File: src/lad_regs.svh
// Offsets, reset values and counts for the loss and alarm signal detector.
// Assumes a word-addressed plain register port with byte-address offsets.
`ifndef LAD_REGS_SVH
`define LAD_REGS_SVH

// Register byte addresses
`define LAD_ADDR_CTRL      8'h00
`define LAD_ADDR_LEVEL     8'h04
`define LAD_ADDR_STATUS    8'h08
`define LAD_ADDR_INT_STAT  8'h0c
`define LAD_ADDR_INT_MASK  8'h10

// Reset values
`define LAD_CTRL_RST       6'h00
`define LAD_LEVEL_RST      5'h15
`define LAD_MASK_RST       2'h0

// Interrupt bit positions
`define LAD_INT_LOS        0
`define LAD_INT_AIS        1

// Declare counts, no-transition intervals
`define LAD_N_T1_CRIT0     12'h0af
`define LAD_N_T1_CRIT1     12'h608
`define LAD_N_E1_CRIT0     12'h020
`define LAD_N_E1_CRIT1     12'h800

// Clear windows and consecutive-zero limits
`define LAD_M_T1           8'h80
`define LAD_M_E1           8'h20
`define LAD_Z_T1           8'h64
`define LAD_Z_E1           8'h10
`define LAD_DENSITY_SHIFT  3

// Strapped long-haul level codes
`define LAD_STRAP_CODE_E1  5'h15
`define LAD_STRAP_CODE_T1  5'h11

// Amplitude thresholds
`define LAD_SH_DECLARE_MV  12'h320
`define LAD_SH_HYST_MV     12'h0c8
`define LAD_LH_HYST_DB     4'h4

// Alarm signal blocks
`define LAD_AIS_BLK_E1     14'h01ff
`define LAD_AIS_BLK_T1     14'h1fff
`define LAD_AIS_Z_E1       4'h3
`define LAD_AIS_Z_T1       4'h9

`endif

File: src/lad_pkg.sv
// Types shared by the loss and alarm signal detector.
// Assumes lad_regs.svh supplies the numeric constants.
package lad_pkg;

  typedef struct packed {
    logic long_haul;
    logic cdr_enable;
    logic tx_alarm_fill_enable;
    logic rx_alarm_fill_enable;
    logic criteria_select;
    logic line_standard_select;
  } lad_ctrl_t;

  typedef struct packed {
    logic mark;
    logic above_declare;
    logic above_clear;
  } lad_rx_sample_t;

endpackage

File: src/lad_detector.sv
// Loss of signal and alarm signal detector for one receive channel.
// Assumes one-cycle interval enables and comparator levels on clk_sys.
//
// Functional notes
// - Declare loss after N quiet below-threshold intervals
// - Clear after M good intervals, density 12.5%
// - Loss declare raises interrupt unless masked
// - T1 declare count 175 or 1544
// - E1 declare count 32 or 2048
// - T1 clear window 128, under 100 zeros
// - E1 clear window 32, under 16 zeros
// - Short haul 800 mVpp, clear 200 higher
// - Long haul level code, reset -46 dB
// - Strapped long haul: E1 -46, T1 -38
// - Receive fill drives all ones during loss
// - Receive fill swaps in reference clock
// - Transmit fill sends ones on reference timing
// - Loss detection runs in every loopback
// - Alarm detection only with recovery enabled
// - Criteria bit picks the loss declare count
// - E1 alarm: two 512-bit blocks under 3 zeros
// - T1 alarm: 8192-bit block under 9 zeros
`include "lad_regs.svh"

module lad_detector
  import lad_pkg::*;
(
  // Clock and reset
  input  wire logic           clk_sys,
  input  wire logic           rst,
  // Register port
  input  wire logic [7:0]     reg_addr,
  input  wire logic [31:0]    reg_wdata,
  input  wire logic           reg_we,
  input  wire logic           reg_re,
  output logic      [31:0]    reg_rdata,
  output logic                irq,
  // Receive line samples, one per pulse interval
  input  wire logic           bit_en,
  input  wire lad_rx_sample_t rx_sample,
  input  wire logic           rx_data_pos_in,
  input  wire logic           rx_data_neg_in,
  input  wire logic           rx_clock_level,
  // Master reference timing
  input  wire logic           ref_tick,
  input  wire logic           ref_clock_level,
  // Transmit path
  input  wire logic           tx_data_pos_in,
  input  wire logic           tx_data_neg_in,
  output logic                tx_line_pos,
  output logic                tx_line_neg,
  // Straps
  input  wire logic           hw_strap_mode,
  // Threshold selection to the analog front end
  output logic      [4:0]     loss_level_code,
  output logic      [3:0]     lh_hysteresis_db,
  output logic      [11:0]    sh_declare_mv,
  output logic      [11:0]    sh_clear_mv,
  // System side
  output logic                signal_loss_indicator,
  output logic                alarm_signal_status,
  output logic                rx_data_pos,
  output logic                rx_data_neg,
  output logic                recovered_clock_out
);

  // Register group
  lad_ctrl_t   ctrl_reg, ctrl_next;
  logic [4:0]  level_reg, level_next;
  logic [1:0]  int_stat_reg, int_stat_next;
  logic [1:0]  int_mask_reg, int_mask_next;
  logic [31:0] rdata_reg, rdata_next;
  // Loss detector group
  logic        los_reg, los_next;
  logic [11:0] nt_cnt_reg, nt_cnt_next;
  logic        win_act_reg, win_act_next;
  logic [7:0]  win_cnt_reg, win_cnt_next;
  logic [7:0]  marks_reg, marks_next;
  logic [7:0]  run_reg, run_next;
  // Alarm group
  logic        ais_reg, ais_next;
  logic [13:0] blk_cnt_reg, blk_cnt_next;
  logic [3:0]  blk_zero_reg, blk_zero_next;
  logic        prev_low_reg, prev_low_next;
  // Output group
  logic        phase_reg, phase_next;
  logic        rxp_reg, rxp_next;
  logic        rxn_reg, rxn_next;
  logic        rclk_reg, rclk_next;
  logic        txp_reg, txp_next;
  logic        txn_reg, txn_next;
  logic [4:0]  code_reg, code_next;

  logic [11:0] n_sel;
  logic [7:0]  m_sel;
  logic [7:0]  z_sel;
  logic [1:0]  ev;

  // Count selection from standard and criteria bit
  always_comb begin
    if (ctrl_reg.line_standard_select) begin
      n_sel = ctrl_reg.criteria_select ? `LAD_N_T1_CRIT1
                                       : `LAD_N_T1_CRIT0;
      m_sel = `LAD_M_T1;
      z_sel = `LAD_Z_T1;
    end else begin
      n_sel = ctrl_reg.criteria_select ? `LAD_N_E1_CRIT1
                                       : `LAD_N_E1_CRIT0;
      m_sel = `LAD_M_E1;
      z_sel = `LAD_Z_E1;
    end
  end

  // Loss detector; inputs are never gated by loopback
  always_comb begin
    los_next    = los_reg;
    nt_cnt_next = nt_cnt_reg;
    win_act_next = win_act_reg;
    win_cnt_next = win_cnt_reg;
    marks_next  = marks_reg;
    run_next    = run_reg;
    if (bit_en) begin
      if (!los_reg) begin
        win_act_next = 1'b0;
        if (rx_sample.mark || rx_sample.above_declare) begin
          nt_cnt_next = 12'h000;
        end else if (nt_cnt_reg + 12'h001 >= n_sel) begin
          los_next    = 1'b1;
          nt_cnt_next = 12'h000;
        end else begin
          nt_cnt_next = nt_cnt_reg + 12'h001;
        end
      end else if (!win_act_reg) begin
        // Window starts only on a received pulse
        if (rx_sample.mark && rx_sample.above_clear) begin
          win_act_next = 1'b1;
          win_cnt_next = 8'h01;
          marks_next   = 8'h01;
          run_next     = 8'h00;
        end
      end else begin
        win_cnt_next = win_cnt_reg + 8'h01;
        marks_next   = marks_reg + {7'h00, rx_sample.mark};
        run_next     = rx_sample.mark ? 8'h00 : run_reg + 8'h01;
        if (!rx_sample.above_clear || run_next >= z_sel) begin
          win_act_next = 1'b0;
        end else if (win_cnt_next == m_sel) begin
          win_act_next = 1'b0;
          if (marks_next >= (m_sel >> `LAD_DENSITY_SHIFT)) begin
            los_next = 1'b0;
          end
        end
      end
    end
  end

  always_ff @(posedge clk_sys or posedge rst) begin
    if (rst) begin
      los_reg     <= 1'b0;
      nt_cnt_reg  <= 12'h000;
      win_act_reg <= 1'b0;
      win_cnt_reg <= 8'h00;
      marks_reg   <= 8'h00;
      run_reg     <= 8'h00;
    end else begin
      los_reg     <= los_next;
      nt_cnt_reg  <= nt_cnt_next;
      win_act_reg <= win_act_next;
      win_cnt_reg <= win_cnt_next;
      marks_reg   <= marks_next;
      run_reg     <= run_next;
    end
  end

  // Alarm signal detector; both E1 criteria share one block rule
  logic blk_end;
  logic blk_low;
  logic [3:0] zero_add;
  always_comb begin
    ais_next      = ais_reg;
    blk_cnt_next  = blk_cnt_reg;
    blk_zero_next = blk_zero_reg;
    prev_low_next = prev_low_reg;
    blk_end  = 1'b0;
    blk_low  = 1'b0;
    zero_add = blk_zero_reg;
    if (!ctrl_reg.cdr_enable) begin
      ais_next      = 1'b0;
      blk_cnt_next  = 14'h0000;
      blk_zero_next = 4'h0;
      prev_low_next = 1'b0;
    end else if (bit_en) begin
      // Saturate: only below-threshold counts matter
      if (!rx_sample.mark && blk_zero_reg != 4'hf) begin
        zero_add = blk_zero_reg + 4'h1;
      end
      blk_end = ctrl_reg.line_standard_select
              ? (blk_cnt_reg == `LAD_AIS_BLK_T1)
              : (blk_cnt_reg == `LAD_AIS_BLK_E1);
      blk_low = ctrl_reg.line_standard_select
              ? (zero_add < `LAD_AIS_Z_T1)
              : (zero_add < `LAD_AIS_Z_E1);
      if (blk_end) begin
        blk_cnt_next  = 14'h0000;
        blk_zero_next = 4'h0;
        prev_low_next = blk_low;
        if (ctrl_reg.line_standard_select) begin
          ais_next = blk_low;
        end else if (blk_low && prev_low_reg) begin
          ais_next = 1'b1;
        end else if (!blk_low && !prev_low_reg) begin
          ais_next = 1'b0;
        end
      end else begin
        blk_cnt_next  = blk_cnt_reg + 14'h0001;
        blk_zero_next = zero_add;
      end
    end
  end

  always_ff @(posedge clk_sys or posedge rst) begin
    if (rst) begin
      ais_reg      <= 1'b0;
      blk_cnt_reg  <= 14'h0000;
      blk_zero_reg <= 4'h0;
      prev_low_reg <= 1'b0;
    end else begin
      ais_reg      <= ais_next;
      blk_cnt_reg  <= blk_cnt_next;
      blk_zero_reg <= blk_zero_next;
      prev_low_reg <= prev_low_next;
    end
  end

  // Register file; hardware set wins over write-one clear
  always_comb begin
    ctrl_next     = ctrl_reg;
    level_next    = level_reg;
    int_mask_next = int_mask_reg;
    int_stat_next = int_stat_reg;
    rdata_next    = 32'h0000_0000;
    ev            = 2'h0;
    ev[`LAD_INT_LOS] = los_next & ~los_reg;
    ev[`LAD_INT_AIS] = ais_next & ~ais_reg;
    if (reg_we) begin
      case (reg_addr)
        `LAD_ADDR_CTRL:     ctrl_next = lad_ctrl_t'(reg_wdata[5:0]);
        `LAD_ADDR_LEVEL:    level_next = reg_wdata[4:0];
        `LAD_ADDR_INT_STAT: int_stat_next = int_stat_reg & ~reg_wdata[1:0];
        `LAD_ADDR_INT_MASK: int_mask_next = reg_wdata[1:0];
        default:            ;
      endcase
    end
    int_stat_next = int_stat_next | ev;
    if (reg_re) begin
      case (reg_addr)
        `LAD_ADDR_CTRL:     rdata_next = {26'h0, ctrl_reg};
        `LAD_ADDR_LEVEL:    rdata_next = {27'h0, level_reg};
        `LAD_ADDR_STATUS:   rdata_next = {30'h0, ais_reg, los_reg};
        `LAD_ADDR_INT_STAT: rdata_next = {30'h0, int_stat_reg};
        `LAD_ADDR_INT_MASK: rdata_next = {30'h0, int_mask_reg};
        default:            rdata_next = 32'h0000_0000;
      endcase
    end
  end

  always_ff @(posedge clk_sys or posedge rst) begin
    if (rst) begin
      ctrl_reg     <= lad_ctrl_t'(`LAD_CTRL_RST);
      level_reg    <= `LAD_LEVEL_RST;
      int_stat_reg <= 2'h0;
      int_mask_reg <= `LAD_MASK_RST;
      rdata_reg    <= 32'h0000_0000;
    end else begin
      ctrl_reg     <= ctrl_next;
      level_reg    <= level_next;
      int_stat_reg <= int_stat_next;
      int_mask_reg <= int_mask_next;
      rdata_reg    <= rdata_next;
    end
  end

  // Output stage; fill alternates polarity like line ones
  logic rx_fill;
  logic tx_fill;
  always_comb begin
    rx_fill    = los_reg & ctrl_reg.rx_alarm_fill_enable;
    tx_fill    = los_reg & ctrl_reg.tx_alarm_fill_enable;
    phase_next = ref_tick ? ~phase_reg : phase_reg;
    if (rx_fill) begin
      rxp_next  = phase_reg;
      rxn_next  = ~phase_reg;
      rclk_next = ref_clock_level;
    end else begin
      rxp_next  = rx_data_pos_in;
      rxn_next  = rx_data_neg_in;
      rclk_next = rx_clock_level;
    end
    if (tx_fill) begin
      txp_next = phase_reg;
      txn_next = ~phase_reg;
    end else begin
      txp_next = tx_data_pos_in;
      txn_next = tx_data_neg_in;
    end
    // Straps override the software level in long haul
    if (hw_strap_mode) begin
      code_next = ctrl_reg.line_standard_select ? `LAD_STRAP_CODE_T1
                                                : `LAD_STRAP_CODE_E1;
    end else begin
      code_next = level_reg;
    end
  end

  always_ff @(posedge clk_sys or posedge rst) begin
    if (rst) begin
      phase_reg <= 1'b0;
      rxp_reg   <= 1'b0;
      rxn_reg   <= 1'b0;
      rclk_reg  <= 1'b0;
      txp_reg   <= 1'b0;
      txn_reg   <= 1'b0;
      code_reg  <= `LAD_LEVEL_RST;
    end else begin
      phase_reg <= phase_next;
      rxp_reg   <= rxp_next;
      rxn_reg   <= rxn_next;
      rclk_reg  <= rclk_next;
      txp_reg   <= txp_next;
      txn_reg   <= txn_next;
      code_reg  <= code_next;
    end
  end

  assign reg_rdata             = rdata_reg;
  assign irq                   = |(int_stat_reg & int_mask_reg);
  assign signal_loss_indicator = los_reg;
  assign alarm_signal_status   = ais_reg;
  assign rx_data_pos           = rxp_reg;
  assign rx_data_neg           = rxn_reg;
  assign recovered_clock_out   = rclk_reg;
  assign tx_line_pos           = txp_reg;
  assign tx_line_neg           = txn_reg;
  assign loss_level_code       = code_reg;
  assign lh_hysteresis_db      = `LAD_LH_HYST_DB;
  assign sh_declare_mv         = `LAD_SH_DECLARE_MV;
  assign sh_clear_mv           = `LAD_SH_DECLARE_MV + `LAD_SH_HYST_MV;

  // Checks
  a_los_declare_count: assert property (@(posedge clk_sys) disable iff (rst)
    $rose(los_reg) |-> $past(nt_cnt_reg) == $past(n_sel) - 12'h001)
    else $error("loss declared at wrong count");

  a_mark_restart_cnt: assert property (@(posedge clk_sys) disable iff (rst)
    (bit_en && !los_reg && rx_sample.mark) |=> nt_cnt_reg == 12'h000)
    else $error("mark did not restart quiet count");

  a_los_clear_window: assert property (@(posedge clk_sys) disable iff (rst)
    $fell(los_reg) |-> $past(win_cnt_reg) == $past(m_sel) - 8'h01)
    else $error("loss cleared outside full window");

  a_irq_on_declare: assert property (@(posedge clk_sys) disable iff (rst)
    ($rose(los_reg) && int_mask_reg[`LAD_INT_LOS]) |-> irq)
    else $error("no interrupt on loss declare");

  a_rx_fill_ones: assert property (@(posedge clk_sys) disable iff (rst)
    (los_reg && ctrl_reg.rx_alarm_fill_enable && !ref_tick)
      |=> (rx_data_pos != rx_data_neg) ##1 (rx_data_pos != rx_data_neg))
    else $error("receive fill not all ones");

  a_fill_ref_clock: assert property (@(posedge clk_sys) disable iff (rst)
    (los_reg && ctrl_reg.rx_alarm_fill_enable)
      |=> recovered_clock_out == $past(ref_clock_level))
    else $error("reference clock not substituted");

  a_tx_fill_ones: assert property (@(posedge clk_sys) disable iff (rst)
    (los_reg && ctrl_reg.tx_alarm_fill_enable) |=> (tx_line_pos ^ tx_line_neg))
    else $error("transmit fill not all ones");

  a_ais_cdr_off: assert property (@(posedge clk_sys) disable iff (rst)
    !ctrl_reg.cdr_enable [*2] |-> !alarm_signal_status)
    else $error("alarm reported with recovery off");

endmodule

File: config.mk
export PLATFORM = sky130hd
export DESIGN_NAME = lad_detector
export DESIGN_NICKNAME = d
export VERILOG_FILES = /design/src/lad_pkg.sv /design/src/lad_detector.sv
export VERILOG_INCLUDE_DIRS = /design/src
export SDC_FILE = /design/constraint.sdc
export NUM_CORES = 1
export LEC_CHECK = 0
export BUFFER_PORTS_ARGS = -buffer_cell sky130_fd_sc_hd__buf_2
export CAP_MARGIN = 20
export CORE_ASPECT_RATIO = 0.8
export CORE_MARGIN = 5
export CORE_UTILIZATION = 58
export CTS_CLUSTER_DIAMETER = 50
export CTS_CLUSTER_SIZE = 14
export DETAILED_ROUTE_END_ITERATION = 8
export GPL_ROUTABILITY_DRIVEN = 0
export GPL_TIMING_DRIVEN = 0
export PLACE_DENSITY = 0.9
export SLEW_MARGIN = 20
export SYNTH_ARGS = -nofsm -noshare
export SYNTH_HDL_FRONTEND = slang
export SYNTH_SLANG_ARGS = --single-unit
File: constraint.sdc
create_clock -name clk_sys -period 6.4 [get_ports clk_sys]
set_input_delay 0.64 -clock clk_sys [delete_from_list [all_inputs] [get_ports clk_sys]]
set_output_delay 0.64 -clock clk_sys [all_outputs]
set_load 0.1 [all_outputs]
* After elaboration in Yosys (flattened, before gate mapping)
Cells that the tools add are included.
Widths: inputs -> output; s select.
** Storage, ports and cells
- Register bits after elaboration :: 116
- Logic and storage cells :: 135
** Cells by class
- Equal/unequal tests :: 10
- Reduce and logical (&&, ||, !) cells :: 19
- Add/sub/neg operators :: 6
- Bitwise gates (word level) :: 11
- Order comparisons :: 5
- Mux-type cells :: 57
** Operators with widths (number)
- $mux 8 :: 7
- $mux 12 :: 4
- $mux 14 :: 3
- $pmux 6 s5 :: 1
- $mux 1 :: 29
- $mux 4 :: 6
- $add 8x1->8 const B :: 2
- $eq 8x4->1 const B :: 2
- $add 14x1->14 const B :: 1
- $eq 14x13->1 const B :: 1
- $eq 14x9->1 const B :: 1
- $add 12x1->12 const B :: 1
- $ge 12x12->1 :: 1
- $mux 11 :: 1
- $reduce_and 2->1 :: 5
- $add 8x1->8 :: 1
- $eq 8x3->1 const B :: 1
- $eq 8x5->1 const B :: 1
- $eq 8x8->1 :: 1
- $ge 8x5->1 :: 1
- $ge 8x8->1 :: 1
- $logic_not 8->1 :: 1
- $mux 7 :: 1
- $mux 6 :: 1
- 20 further kinds :: 34

* Logic depth before layout (Yosys ltp)
- Word-level depth :: 17
- Depth in mapped cells :: 13

* Worst setup path after synthesis
Ideal clock, no wire load.
- Path type :: flip-flop to flip-flop
- Start point :: reg nt_cnt_reg[2]
- End point :: reg nt_cnt_reg[6]
- Path slack :: 3.795 ns
- Arrival :: 2.479 ns
- Setup time :: 0.126 ns
- Cell stages (with the launch flop) :: 13
- Period minus slack after synthesis :: 2.605 ns
- Path through :: dfrtp_1 -> and3_1 -> nand3_1 -> nor2_1 -> and3_1 -> nand3_1 -> xnor2_1 -> ha_1 -> o21a_1 -> o221ai_1 -> o21a_2 -> buf_6 -> a221o_1
** Between the ends
- Longest elaborated chain between the ends :: 4
** Ends and longest elaborated chain
- start: declaration :: line lad_detector.sv:75 : logic [11:0] nt_cnt_reg, nt_cnt_next;
- start signal: assignment :: line lad_detector.sv:167 : nt_cnt_reg <= nt_cnt_next;
- $add 12x1->12 (*) :: line lad_detector.sv:127, lad_detector.sv:131
- $ge 12x12->1 :: line lad_detector.sv:127 : end else if (nt_cnt_reg + 12'h001 >= n_sel) begin
- $mux 12 (*) :: line lad_detector.sv:127
- $mux 12 (*) :: line lad_detector.sv:125 : if (rx_sample.mark || rx_sample.above_declare) begin
Every way passes the cells marked *; elsewhere a longest branch is shown, timed or not.
A chain may end at the register's enable or synchronous reset.

* Worst setup path in the final report
- Start point :: reg nt_cnt_reg[0]
- End point :: reg nt_cnt_reg[5]
Same word-level chain as after synthesis.

==> results.cfg <==
[outcome]
status = finished clean

[critical_path]
max_stage_delay_ps = 440
cp_data_required_time_ps = 6630
critPathArrivalTime_ps = 3220
cp_max_fo = 10
crit_path_top_delay_cell = dfrtp_1
cp-start-kind = flip-flop
crit_chain = ha_1 -> nand4_1 -> nor3_1 -> xor2_1 -> ha_1 -> a21o_1 -> a21o_1 -> nor2_1 -> o21a_2 -> buf_6 -> nand3_1 -> o311ai_1
worstSetupEndpointType = flip-flop
crit_type = flip-flop to flip-flop

[route]
viasPerCell = 5.56
vias = 4418
drc = 0
final_antenna_net_count = 0
drtPass1Iterations = 5
drt_iter0_markers = 274
wl_per_cell_um = 15.4
drt-total-wl_um = 12200

[final_layout]
fin_area_um2 = 6240
fin_nets = 753
seq_area_um2 = 2260
multi_input_area_um2 = 2700
syn2layout_area_growth_pct = 17.6
fin_cells = 795
diodes = 0
drive_above_1_share_pct = 22.9
largest_reg_flops = 14
num-fill-cells = 657

[floorplanning]
num_rows = 31
start_util_pct = 59.0
num_io_pins = 129
die_y_um = 95.6
coreArea_um2 = 9000
die_x_um = 117
design.die.area_um2 = 11200

[power_and_ir_drop]
pwr-share-seq_pct = 41.2
internal_power_w = 0.000991
powerDensity_nw_per_um2 = 234
power_leakage_nw = 3.08
sw_frac_of_total_pct = 32.1
clockPowerShare_pct = 39.7
switchingPower_w = 0.000469
peakVddDrop_mv = 0.262
pwr-share-comb_pct = 19.1

[synthesis]
synth_top_cell_by_area = dfrtp_1
synth_edf_count = 0
synth_top_area_share_pct = 39.6
ys_seq_area_share_pct = 42.6
synth_warnings = 0
yosys_register_bits = 90
synth.area.top_cells = dfrtp_1, buf_4, ha_1
ys.flop_type = dfrtp_1
ys_types = 62
synthCells = 563
avgSynthCellArea_um2 = 9.43
async_flop_share_pct = 100
netlist_area_um2 = 5310

[timing]
hold_violations = 0
rsz0062_at_grt = false
fin_tns_setup_ps = 0
setup-violations-final = 0
worst-slew-pin-transition_ps = 669
drv_slew = 0
max_clock_freq_ghz = 0.334
timing.final.crit_share_pct = 46.7
fin_crit_ps = 2990
max_slew_margin_pct = 54.9
finClkSkew_ps = 8.68

[min_path]
hold_class = input pin to async pin

[global_route]
grt_pass1_wl_um = 20200
globalRouteOverflowTotal = 0
grt_usage_pct = 22.5
grt_pass1_vias = 4326
grt_max_degree = 61
antenna_found_initial = 0

[clocking]
holdBufCountCts = 0
clk_latency_ps = 340
ctsLongestPathBuffers = 2
root_buffer = clkbuf_16
ctsResizeCount = 0
cts.sink_count = 90
cts_inserted_buffers = 9
post-cts-setup-buffers = 0
clkTransAtPathRegs_ps = 70
cts_tree = done
htreeDepth = 3

[place]
hpwlAfterDp_um = 8760
placed_cell_area_um2 = 5920
dp_cells = 779
portBuffers = 48

[flow_run]
cap_viol_max_count = 0
power by group through the flow:
stage	Clock [W]	Combinational [W]	Sequential, W
floorplan	0	0.000218	0.000634
global placement	0	0.000270	0.000611
detailed placement	0	0.000277	0.000612
CTS	0.000583	0.000278	0.000602
global route	0.000611	0.000295	0.000604
finish	0.000579	0.000280	0.000602
cells in the mapped netlist, types with 6 or more instances:
library cell / number
a21oi_1: 7
a22o_1: 16
and3_1: 14
buf_4: 54
clkbuf_1: 12
dfrtp_1: 84
dfstp_2: 6
ha_1: 22
inv_1: 14
mux2_2: 14
nand2_1: 63
nand2b_1: 8
nand3_1: 24
nand4_1: 9
nor2_1: 42
nor2b_1: 7
nor3_1: 11
o21ai_0: 48
o31ai_1: 6
xnor2_1: 13
xor2_1: 20
stage by stage:
step,utilization (%),total power [W],hold WS [ps],worst slack (ps)
2_1_floorplan,-,0.000851,465,3430
3_3_place_gp,65.4,0.000881,480,2500
3_5_place_dp,65.8,0.000888,483,3470
4_1_cts,69.4,0.00146,316,3410
5_1_grt,69.4,0.00151,337,3160
6_report,69.4,0.00146,307,3410
path summary, 6_finish.rpt:
check	depth (start not counted)	start	to	slack (ps)
hold reg to reg	2	level_reg[0]	level_reg[0]	500
setup reg to reg	12	nt_cnt_reg[0]	nt_cnt_reg[5]	3410
setup / recovery	12	nt_cnt_reg[0]	nt_cnt_reg[5]	3410
min in group clk_sys	2	ref_tick	phase_reg	470
max in group asynchronous	3	rst	level_reg[4]	5420
hold / removal	2	rst	nt_cnt_reg[1]	310
logic make-up after synthesis:
family | share of synthesized area [%]
flops | 42.6
xor+xnor | 5.44
compound gates | 14.9
buf+inv | 10.2
simple gates | 17.8
other cells | 0.141
mux | 3.72
fa+ha+maj | 5.18
area by class of cell:
type                    instances  area share (%)
clock inverters                 7            1.62
multi-input cells             439            43.3
repair buffers                 49            4.29
clock buffers                   9            3.61
well taps                     115            2.30
flip-flops and latches         90            36.2
plain buffers                  72            7.81
inverters                      14           0.882
layout by cell type (no fill, tap or decap), types with 3 or more instances in the layout:
cell / n
dfrtp_1: 84
nand2_1: 63
buf_4: 54
conb_1: 54
buf_2: 50
o21ai_0: 48
nor2_1: 42
nand3_1: 24
ha_1: 22
xor2_1: 20
a22o_1: 16
mux2_2: 14
and3_1: 14
inv_1: 13
xnor2_1: 13
clkbuf_1: 12
nor3_1: 11
nand4_1: 9
clkbuf_16: 9
nand2b_1: 8
nor2b_1: 7
a21oi_1: 7
o31ai_1: 6
dfstp_2: 6
a21o_1: 5
a22oi_1: 5
mux2i_1: 4
a211oi_1: 4
o22ai_1: 3
o211ai_1: 3
critical path: cells and delay by family, from the launching register on:
family	cells	cell delay [ps]
flip-flops	1	440
buffers and inverters	1	150
XOR/XNOR	1	260
AND/OR/NAND/NOR	4	760
adder cells (fa/ha/maj)	2	580
AO/OA/AOI/OAI	4	690
per-layer routing:
metal	vias to the layer above	wire length, um	part of all wire (%)	track usage [%]
li1	2108	-	-	-
met3	11	842	6.9	4.89
met2	182	6340	52	38.2
met5	-	0	0	0
met4	0	88	0.72	4.68
met1	2117	4980	41	29.8
No activity file was read; power rests on OpenSTA's default activity.
